==> src/shared/adcg_pkg.sv <==
// constants for the global configuration register set
package adcg_pkg;
   // register addresses
   localparam logic [4:0] ADDR_RATE_CLK = 5'h01;
   localparam logic [4:0] ADDR_TEST_SIG = 5'h02;
   localparam logic [4:0] ADDR_REF_AMP = 5'h03;
   localparam logic [4:0] ADDR_FAULT_TH = 5'h04;
   // reset values
   localparam logic [7:0] RST_RATE_CLK = 8'h91;
   localparam logic [7:0] RST_TEST_SIG = 8'he0;
   localparam logic [7:0] RST_REF_AMP = 8'h40;
   localparam logic [7:0] RST_FAULT_TH = 8'h00;
   // field positions
   localparam int BIT_READBACK = 6;
   localparam int BIT_OSC_OUT = 5;
   localparam int RATE_LSB = 0;
   localparam int BIT_TEST_INT = 4;
   localparam int BIT_TEST_AMP = 2;
   localparam int TFREQ_LSB = 0;
   localparam int BIT_REF_BUF = 7;
   localparam int BIT_REF_FIXED = 6;
   localparam int BIT_HIGH_REF = 5;
   localparam int BIT_AMP_ROUTE = 3;
   localparam int BIT_AMP_PWR = 2;
   localparam int TH_LSB = 5;
   // encodings
   localparam logic [2:0] RATE_FIRST_24 = 3'h2;
   localparam logic [2:0] RATE_FORBIDDEN = 3'h7;
   localparam logic [6:0] RATE_MAX_KSPS = 7'h40;
   localparam logic [1:0] TFREQ_SLOW = 2'h0;
   localparam logic [1:0] TFREQ_FAST = 2'h1;
   localparam logic [1:0] TFREQ_DC = 2'h3;
   localparam logic [2:0] OPC_WRITE = 3'h2;
   localparam logic [9:0] PERMILLE_FULL = 10'h3e8;
   // modulator enable divider: master clock divided by two
   localparam int MOD_DIV = 2;
   localparam int TEST_DIV_LOG2 = 21;
endpackage

==> src/shared/adcg_wr_if.sv <==
// register write channel between command parser and register bank
`timescale 1ns/1ps
interface adcg_wr_if;
   logic wr_en;
   logic [4:0] wr_addr;
   logic [7:0] wr_data;
   modport src (output wr_en, output wr_addr, output wr_data);
   modport dst (input wr_en, input wr_addr, input wr_data);
endinterface

==> src/core/adcg_cmd_parser.sv <==
// write-command parser: opcode byte, count byte, then data bytes msb first
`timescale 1ns/1ps
module adcg_cmd_parser (
   // clock and reset
   input wire logic clock,
   input wire logic srst,
   // byte stream from the serial port
   input wire logic frame_active,
   input wire logic byte_valid,
   input wire logic [7:0] byte_data,
   // register writes
   adcg_wr_if.src wr
);
   typedef enum logic [1:0] {PS_OPC, PS_CNT, PS_DATA, PS_SKIP} adcg_pstate_t;
   adcg_pstate_t state_q, state_d;
   logic [4:0] addr_q, addr_d;
   logic [4:0] left_q, left_d;
   wire logic take = frame_active && byte_valid;
   wire logic is_write = byte_data[7:5] == adcg_pkg::OPC_WRITE;

   always_comb begin
      state_d = state_q;
      addr_d = addr_q;
      left_d = left_q;
      if (!frame_active) begin
         state_d = PS_OPC;
      end else if (take) begin
         case (state_q)
            PS_OPC: begin
               addr_d = byte_data[4:0];
               state_d = is_write ? PS_CNT : PS_SKIP;
            end
            PS_CNT: begin
               left_d = byte_data[4:0];
               state_d = PS_DATA;
            end
            PS_DATA: begin
               addr_d = addr_q + 5'h01;
               left_d = left_q - 5'h01;
               if (left_q == 5'h00) begin
                  state_d = PS_SKIP;
               end
            end
            default: state_d = PS_SKIP;
         endcase
      end
   end

   always_ff @(posedge clock) begin
      if (srst) begin
         state_q <= PS_OPC;
         addr_q <= 5'h00;
         left_q <= 5'h00;
      end else begin
         state_q <= state_d;
         addr_q <= addr_d;
         left_q <= left_d;
      end
   end

   assign wr.wr_en = take && state_q == PS_DATA;
   assign wr.wr_addr = addr_q;
   assign wr.wr_data = byte_data;
endmodule

==> src/core/adcg_config_regs.sv <==
// global configuration register bank with decoded controls
`timescale 1ns/1ps
module adcg_config_regs #(
   parameter int TEST_DIV_LOG2 = adcg_pkg::TEST_DIV_LOG2
) (
   // clock and reset
   input wire logic clock,
   input wire logic srst,
   // command byte stream
   input wire logic frame_active,
   input wire logic byte_valid,
   input wire logic [7:0] byte_data,
   // register read port
   input wire logic [4:0] rd_addr,
   output logic [7:0] rd_data,
   // pin
   input wire logic clock_source_pin,
   // rate and clock controls
   output logic multi_readback_mode,
   output logic osc_out_en,
   output logic [2:0] output_rate_code,
   output logic [6:0] rate_ksps,
   output logic resolution_24,
   output logic rate_invalid,
   output logic mod_clk_en,
   // test signal controls
   output logic test_internal,
   output logic test_amp_double,
   output logic test_wave,
   // reference and op amp controls
   output logic ref_buffer_on,
   output logic high_reference_sel,
   output logic amp_input_route,
   output logic amp_power_on,
   // comparator levels in tenths of a percent
   output logic [9:0] high_level_pm,
   output logic [9:0] low_level_pm
);
   adcg_wr_if wr ();

   adcg_cmd_parser u_parser (
      .clock(clock),
      .srst(srst),
      .frame_active(frame_active),
      .byte_valid(byte_valid),
      .byte_data(byte_data),
      .wr(wr)
   );

   function automatic logic [9:0] high_level(input logic [2:0] code);
      case (code)
         3'h0: high_level = 10'h3b6;
         3'h1: high_level = 10'h39d;
         3'h2: high_level = 10'h384;
         3'h3: high_level = 10'h36b;
         3'h4: high_level = 10'h352;
         3'h5: high_level = 10'h320;
         3'h6: high_level = 10'h2ee;
         default: high_level = 10'h2bc;
      endcase
   endfunction

   logic [7:0] rate_q, test_q, ref_q, fault_q;
   logic [7:0] rd_data_q;
   logic [2:0] pin_sync_q;
   logic pin_level_q;
   logic mod_cnt_q;
   logic [TEST_DIV_LOG2-1:0] tcnt_q;

   wire logic wr_rate = wr.wr_en && wr.wr_addr == adcg_pkg::ADDR_RATE_CLK;
   wire logic wr_test = wr.wr_en && wr.wr_addr == adcg_pkg::ADDR_TEST_SIG;
   wire logic wr_ref = wr.wr_en && wr.wr_addr == adcg_pkg::ADDR_REF_AMP;
   wire logic wr_fault = wr.wr_en && wr.wr_addr == adcg_pkg::ADDR_FAULT_TH;
   wire logic [7:0] rd_mux =
      rd_addr == adcg_pkg::ADDR_RATE_CLK ? rate_q :
      rd_addr == adcg_pkg::ADDR_TEST_SIG ? test_q :
      rd_addr == adcg_pkg::ADDR_REF_AMP ? ref_q :
      rd_addr == adcg_pkg::ADDR_FAULT_TH ? fault_q : 8'h00;
   wire logic [1:0] tfreq = test_q[adcg_pkg::TFREQ_LSB +: 2];
   wire logic [2:0] th_code = fault_q[adcg_pkg::TH_LSB +: 3];

   // whole bytes are stored so fixed bits read back as written
   always_ff @(posedge clock) begin
      if (srst) begin
         rate_q <= adcg_pkg::RST_RATE_CLK;
         test_q <= adcg_pkg::RST_TEST_SIG;
         ref_q <= adcg_pkg::RST_REF_AMP;
         fault_q <= adcg_pkg::RST_FAULT_TH;
      end else begin
         if (wr_rate) rate_q <= wr.wr_data;
         if (wr_test) test_q <= wr.wr_data;
         if (wr_ref) ref_q <= wr.wr_data;
         if (wr_fault) fault_q <= wr.wr_data;
      end
   end

   always_ff @(posedge clock) begin
      if (srst) begin
         rd_data_q <= 8'h00;
      end else begin
         rd_data_q <= rd_mux;
      end
   end

   // pin passes three flops; level changes once the last two agree
   always_ff @(posedge clock) begin
      if (srst) begin
         pin_sync_q <= 3'h0;
         pin_level_q <= 1'b0;
      end else begin
         pin_sync_q <= {pin_sync_q[1:0], clock_source_pin};
         if (pin_sync_q[1] == pin_sync_q[2]) pin_level_q <= pin_sync_q[2];
      end
   end

   always_ff @(posedge clock) begin
      if (srst) begin
         mod_cnt_q <= 1'b0;
         tcnt_q <= '0;
      end else begin
         mod_cnt_q <= ~mod_cnt_q;
         tcnt_q <= tcnt_q + 1'b1;
      end
   end

   assign rd_data = rd_data_q;
   assign mod_clk_en = mod_cnt_q;
   assign multi_readback_mode = rate_q[adcg_pkg::BIT_READBACK];
   assign osc_out_en = rate_q[adcg_pkg::BIT_OSC_OUT] && pin_level_q;
   assign output_rate_code = rate_q[adcg_pkg::RATE_LSB +: 3];
   assign rate_invalid = output_rate_code == adcg_pkg::RATE_FORBIDDEN;
   assign resolution_24 = output_rate_code >= adcg_pkg::RATE_FIRST_24 && !rate_invalid;
   assign rate_ksps = rate_invalid ? 7'h00 : adcg_pkg::RATE_MAX_KSPS >> output_rate_code;
   assign test_internal = test_q[adcg_pkg::BIT_TEST_INT];
   assign test_amp_double = test_q[adcg_pkg::BIT_TEST_AMP];
   // square wave: msb gives master/2^N, next bit master/2^(N-1); unused code holds low
   assign test_wave = tfreq == adcg_pkg::TFREQ_SLOW ? tcnt_q[TEST_DIV_LOG2-1] :
                      tfreq == adcg_pkg::TFREQ_FAST ? tcnt_q[TEST_DIV_LOG2-2] :
                      tfreq == adcg_pkg::TFREQ_DC;
   assign ref_buffer_on = ref_q[adcg_pkg::BIT_REF_BUF];
   assign high_reference_sel = ref_q[adcg_pkg::BIT_HIGH_REF];
   assign amp_input_route = ref_q[adcg_pkg::BIT_AMP_ROUTE];
   assign amp_power_on = ref_q[adcg_pkg::BIT_AMP_PWR];
   assign high_level_pm = high_level(th_code);
   assign low_level_pm = adcg_pkg::PERMILLE_FULL - high_level_pm;
endmodule

==> config.mk <==
export PLATFORM = sky130hd
export DESIGN_NAME = adcg_config_regs
export DESIGN_NICKNAME = d
export VERILOG_FILES = /design/src/shared/adcg_pkg.sv /design/src/shared/adcg_wr_if.sv /design/src/core/adcg_cmd_parser.sv /design/src/core/adcg_config_regs.sv
export SDC_FILE = /design/constraint.sdc
export NUM_CORES = 1
export LEC_CHECK = 0
export ABC_CLOCK_PERIOD_IN_PS = 3100
export BUFFER_PORTS_ARGS = -buffer_cell sky130_fd_sc_hd__buf_2
export CORE_MARGIN = 2
export CORE_UTILIZATION = 50
export CTS_CLUSTER_DIAMETER = 200
export CTS_CLUSTER_SIZE = 24
export DETAILED_ROUTE_END_ITERATION = 12
export HOLD_SLACK_MARGIN = 0.03
export PLACE_DENSITY = 0.78
export RECOVER_POWER = 50
export SLEW_MARGIN = 10
export SYNTH_ARGS = -nofsm -noshare
export SYNTH_HDL_FRONTEND = slang
export SYNTH_SLANG_ARGS = --single-unit
==> constraint.sdc <==
create_clock -name clock -period 3.1 [get_ports clock]
set_input_delay 0.31 -clock clock [delete_from_list [all_inputs] [get_ports clock]]
set_output_delay 0.31 -clock clock [all_outputs]
set_load 0.01 [all_outputs]
After elaboration in Yosys (flattened, before gate mapping)
Cells that the tools add are included.
{"block": "word_totals", "regBits": 78, "latch_bits": 0, "elab_cells": 74, "mem_count": 0, "out_inout_bits": 50, "rom_bits": 0, "input_bits": 18, "mem_bits_rw": 0}
{"block": "op_classes", "n_eq_ne": 22, "n_addsub": 4, "n_lt_le_gt_ge": 1, "multipliers": 0, "div": 0, "reduce_logical": 19, "n_bitwise": 2, "n_mux": 13, "shift": 1}
{"op": "case mux 9 bit (7 select lines)", "count": 1}
{"op": "2-to-1 mux 8 bit", "count": 4}
{"op": "adder 21 x 1 -> 21 bit, second input constant", "count": 1}
{"op": "equality test 5 x 2 -> 1 bit, second input constant", "count": 4}
{"op": "case mux 5 bit (2 select lines)", "count": 2}
{"op": "equality test 3 bit, second input constant", "count": 4}
{"op": "equality test 5 x 1 -> 1 bit, second input constant", "count": 2}
{"op": "equality test 5 x 3 -> 1 bit, second input constant", "count": 2}
{"op": "subtractor 10 bit, first input constant", "count": 1}
{"op": "equality test 3 x 2 -> 1 bit, second input constant", "count": 3}
{"op": "logical AND 1 bit", "count": 8}
{"op": "2-to-1 mux 7 bit", "count": 1}
{"op": "right shift 7 x 3 -> 7 bit, first input constant", "count": 1}
{"op": "case mux 2 bit (3 select lines)", "count": 1}
{"op": "AND reduction 3 bit", "count": 2}
{"op": "adder 5 x 1 -> 5 bit, second input constant", "count": 1}
{"op": "logical NOT 5 bit", "count": 1}
{"op": "subtractor 5 x 1 -> 5 bit, second input constant", "count": 1}
{"op": "equality test 2 x 1 -> 1 bit, second input constant", "count": 2}
{"op": "equality test 2 bit, second input constant", "count": 2}
{"op": "logical NOT 2 bit", "count": 2}
{"op": "2-to-1 mux 2 bit", "count": 2}
{"op": "nonzero test 2 bit", "count": 2}
{"op": "equality test 3 x 1 -> 1 bit, second input constant", "count": 1}
{"op": "other kinds (9)", "count": 11}

Logic depth before layout (Yosys ltp)
{"block": "depth", "word_depth": 5, "mapped_depth": 9, "mapped_depth_nobuf": 8}

Cells and area by module
From an unflattened synthesis, not the netlist that was laid out.
{"block": "hier_totals", "hier_cells": 450, "hier_area_um2": 3962.6}
{"mod": "adcg_config_regs", "seq_area_each_um2": 1321.3, "area_each_um2": 3089.2, "cells_each": 351, "n_inst": 1}
{"mod": "adcg_cmd_parser", "seq_area_each_um2": 240.2, "area_each_um2": 873.3, "cells_each": 99, "n_inst": 1}

Least setup slack after synthesis
OpenSTA, ideal clock, no wires.
{"block": "synth_timing", "kind": "register to output", "from": "reg fault_q[6]", "to": "out low_level_pm[5]", "setup_slack_ns": 1.113, "n_path_buf": 2, "stages_incl_launch_ff": 10, "required_time_ns": 2.790, "arrival_ns": 1.677, "path_cell_list": "dfxtp_1 > clkbuf_1 > clkbuf_1 > a21oi_1 > inv_1 > ha_1 > nor2b_1 > nor3b_1 > o21ai_0 > o21a_1"}
{"block": "synth_between", "elab_chain_len": 3, "elab_cells_between_ends": 9, "classes_between": "add/sub (1); eq/ne (6); mux (1); reduce/logical (1)"}
{"element": "start, declared", "line": "adcg_config_regs.sv:63", "rtl": "logic [7:0] rate_q, test_q, ref_q, fault_q;"}
{"element": "start signal, assigned", "line": "adcg_config_regs.sv:88", "rtl": "fault_q <= adcg_pkg::RST_FAULT_TH;"}
{"element": "start signal, assigned", "line": "adcg_config_regs.sv:93", "rtl": "if (wr_fault) fault_q <= wr.wr_data;"}
{"element": "equality test 3 bit, or another cell as far along", "line": "adcg_config_regs.sv:51", "rtl": "case (code)"}
{"element": "case mux 9 bit (7 select lines) (*)", "line": "adcg_config_regs.sv:51"}
{"element": "via high_level_pm[3]", "line": "adcg_config_regs.sv:36", "rtl": "output logic [9:0] high_level_pm,"}
{"element": "subtractor 10 bit (*)", "line": "adcg_config_regs.sv:145", "rtl": "assign low_level_pm = adcg_pkg::PERMILLE_FULL - high_level_pm;"}
{"element": "end, declared", "line": "adcg_config_regs.sv:37", "rtl": "output logic [9:0] low_level_pm"}
Mark *: on every way through the listed nets, which the timed path passes. The rest lies on a longest branch.

Final worst setup path
{"block": "layout_timing", "from": "reg fault_q[7]", "to": "out low_level_pm[5]"}
{"block": "layout_between", "elab_chain_len": 3, "elab_cells_between_ends": 9, "classes_between": "add/sub (1); eq/ne (6); mux (1); reduce/logical (1)"}
{"element": "equality test 3 bit, or another cell as far along", "line": "adcg_config_regs.sv:51"}
{"element": "case mux 9 bit (7 select lines) (*)", "line": "adcg_config_regs.sv:51"}
{"element": "subtractor 10 bit (*)", "line": "adcg_config_regs.sv:145"}
Every way passes the cells marked *; elsewhere a longest branch is shown, timed or not.

==> flow_summary.toml <==
[route]
drt_first_pass_iters = 4
drc = 0
dr_total_vias = 3308
finalWirelength_mm = 8.43
wl_per_cell_um = 14.0
drt_iter0_markers = 220
drtAntennaViolNets = 0
viasPerCell = 5.50

[run_status]
outcome = "finished, violations left"
violations = "capacitance limit, slew limit"

[clocking]
ctsResizeCount = 0
cts_tree = "done"
path_clk_slew_ns = 0.07
clk_latency_ns = 0.34
htree_num_levels = 3
cts_hold_buf = 0
postCtsSetupBuffers = 0
clockRootBuffer = "clkbuf_8"
numCtsBuffers = 9
clockBufferDepth = 2
cts.sinks = 78

[logic_synthesis]
synthCells = 446
synth-simple-area-share_pct = 26.8
synth-seq-cells = 78
ys_seq_area_share_pct = 40.1
yosys_warnings = 0
synth_adder_area_share_pct = 4.17
synth_mux_area_share_pct = 9.86
syn_nets = 477
syn_area_mm2 = 0.00390
synth_xor_area_share_pct = 3.60
synth_cell_types = 49
synth_compound_area_share_pct = 10.0
syn_avg_cell_area_um2 = 8.74
synth_top_family_by_area = "simple AND/OR/NAND/NOR gates"

[job]
cap_violations = 1

[final_layout]
nets = 526
diodes = 0
fillers = 697
layout.area.seq_mm2 = 0.00156
final_util_pct = 57.7
multi_input_area_mm2 = 0.00214
mostFrequentLayoutCells = "dfxtp_1, nor2_1, buf_2"
mostFrequentLayoutCell = "dfxtp_1"
drive_above_1_share_pct = 16.6
area_growth_syn_to_layout_pct = 13.2

[timing]
slew_violations = 46
final-setup-viol-count = 0
max_freq_mhz = 386
period_minus_slack_ns = 2.59
period_share_pct = 83.6
tns_ns = 0
worst_pin_slew_ns = 2.07
hold_viol_final = 0
grt_setup_unrepaired = "no"
finClkSkew_ns = 0.00757
worst_slack_ns = 0.509
slew_headroom_pct = -38.3

[setup_path]
worstPathMaxFanout = 17
cpPeakStageDelay_ns = 0.63
crit_path_end_kind = "output pin"
cp.arrival_ns = 2.28
reg2reg_slack_ns = 0.93
crit_buf_inv = 2
cp_top_family = "flip-flops"
crit_type = "reg -> out"
cpMostUsedCell = "nor2b_1"
start_kind = "register"
cp_slowest_cell = "dfxtp_1"
worstPathCellList = "nor2b_1 -> a21oi_1 -> inv_1 -> ha_1 -> nor2b_1 -> nor3b_1 -> o21ai_0 -> o21a_1 -> buf_2"
critPathRequiredTime_ns = 2.79

[floorplanning]
rows = 32
num_io_pins = 68
die_area_mm2 = 0.00852
core_area_mm2 = 0.00765
die_w_um = 92.3
initial_core_util_pct = 51.0
die_h_um = 92.3

[power_and_ir_drop]
p_leak_nw = 1.60
power.switching_w = 0.000436
power_frac_clock_pct = 42.0
finalPower_w = 0.00197
sw_frac_of_total_pct = 22.2
pwr-share-seq_pct = 52.3
comb_power_share_pct = 5.7
power.internal_w = 0.00153
ir_drop_v = 0.000280
power_density_mw_per_mm2 = 446

[grt]
grt_pass1_wl_mm = 14.4
grt_max_degree = 46
grt_pass1_vias = 3101
antenna_found_initial = 0
grt_use_total_pct = 20.8
overflow = 0

[placement]
gp_congestion = 0.777
hpwl_mm = 5.94
pre_cts_slack_ns = 0.877
numPortBuffers = 65

[min_path]
hold_class = "in -> reg"
==> cells by family (layout without fill, tap and decap cells) <==
logic type                 after synthesis  count (layout)
adders and majority gates               13              13
and+or+nand+nor                        190             190
other                                    2               2
DFF                                     78              78
AOI/OAI and AO/OA                       66              66
xor gates and xnor gates                16              16
buffers and inverters                   44              98
muxes                                   37              37
==> per-layer routing <==
layer / GRT usage (%) / wire length (um)
met2: 34.9 / 4120
met3: 5.61 / 421
met4: 5.35 / 99
met5: 0 / 0
met1: 26.6 / 3790
==> final timing paths <==
path / startpoint / endpoint / cells past startpoint
worst max register to register: u_parser.state_q[0] / rate_q[1] / 8
worst max-delay path: fault_q[7] / low_level_pm[5] / 9
worst min register to register: mod_clk_en / mod_clk_en / 1
worst min-delay path: clock_source_pin / pin_sync_q[0] / 2
==> sequential cells by signal, indices dropped and copies added, names as in the netlist <==
signal,cells
tcnt_q,21
rd_data,8
mod_clk_en,1
u_parser.state_q,2
u_parser.wr.wr_addr,5
pin_level_q,1
pin_sync_q,3
test_q,8
rate_q,8
u_parser.left_q,5
ref_q,8
fault_q,8
==> layout make-up <==
type | instances | share of cell area (%)
Timing Repair Buffer | 71 | 7.43
Sequential cell | 78 | 35.4
Clock buffer | 12 | 3.29
Inverter | 11 | 0.936
Multi-Input combinational cell | 324 | 48.5
Clock inverter | 4 | 1.59
Tap cell | 102 | 2.89
==> cells in the mapped netlist, drive strengths merged <==
library cell   n  area, um^2
mux2          11         124
nor4           4        25.0
xor2           3        26.3
mux2i         26         260
a21oi         29         145
nor2b         15        93.8
nor2          75         282
nor4b          4        53.8
o21a           1        7.51
o211ai         1        7.51
inv           11        41.3
a31o           1        8.76
nand4b         1        15.0
nor3          22         126
a211oi         4        30.0
o21ai         19        95.1
and4b          1        10.0
nand2b         7        43.8
buf           15        96.3
or3            6        47.5
a32o           1        10.0
nand3         11        72.6
and3           5        31.3
nand2         18        67.6
a221oi         8        70.1
xnor2         13         114
or3b           2        17.5
conb           2        7.51
clkbuf        18        67.6
or4b           1        10.0
dfxtp         78        1560
and4           2        17.5
and2           2        12.5
and3b          2        17.5
o31a           1        8.76
o22a           1        8.76
nand4          4        31.3
ha            13         163
nor3b          8        70.1
==> per-stage QoR <==
step | hold WS [ns] | std cells | instance area [um^2]
floorplan | 0.414 | 446 | 3900
global placement | 0.395 | 586 | 4240
detailed placement | 0.410 | 586 | 4240
CTS | 0.188 | 602 | 4450
global route | 0.200 | 602 | 4410
finish | 0.192 | 602 | 4410
==> power groups by stage <==
stage                     Clock, W  Combinational [W]  Sequential (W)
final                     0.000825           0.000112         0.00103
after global routing      0.000875           0.000127         0.00103
after CTS                 0.000840           0.000114         0.00103
after detailed placement         0           0.000113         0.00105
after global placement           0           0.000110         0.00105
after floorplan                  0          0.0000743         0.00105
Power figures use the tool's default switching activity.
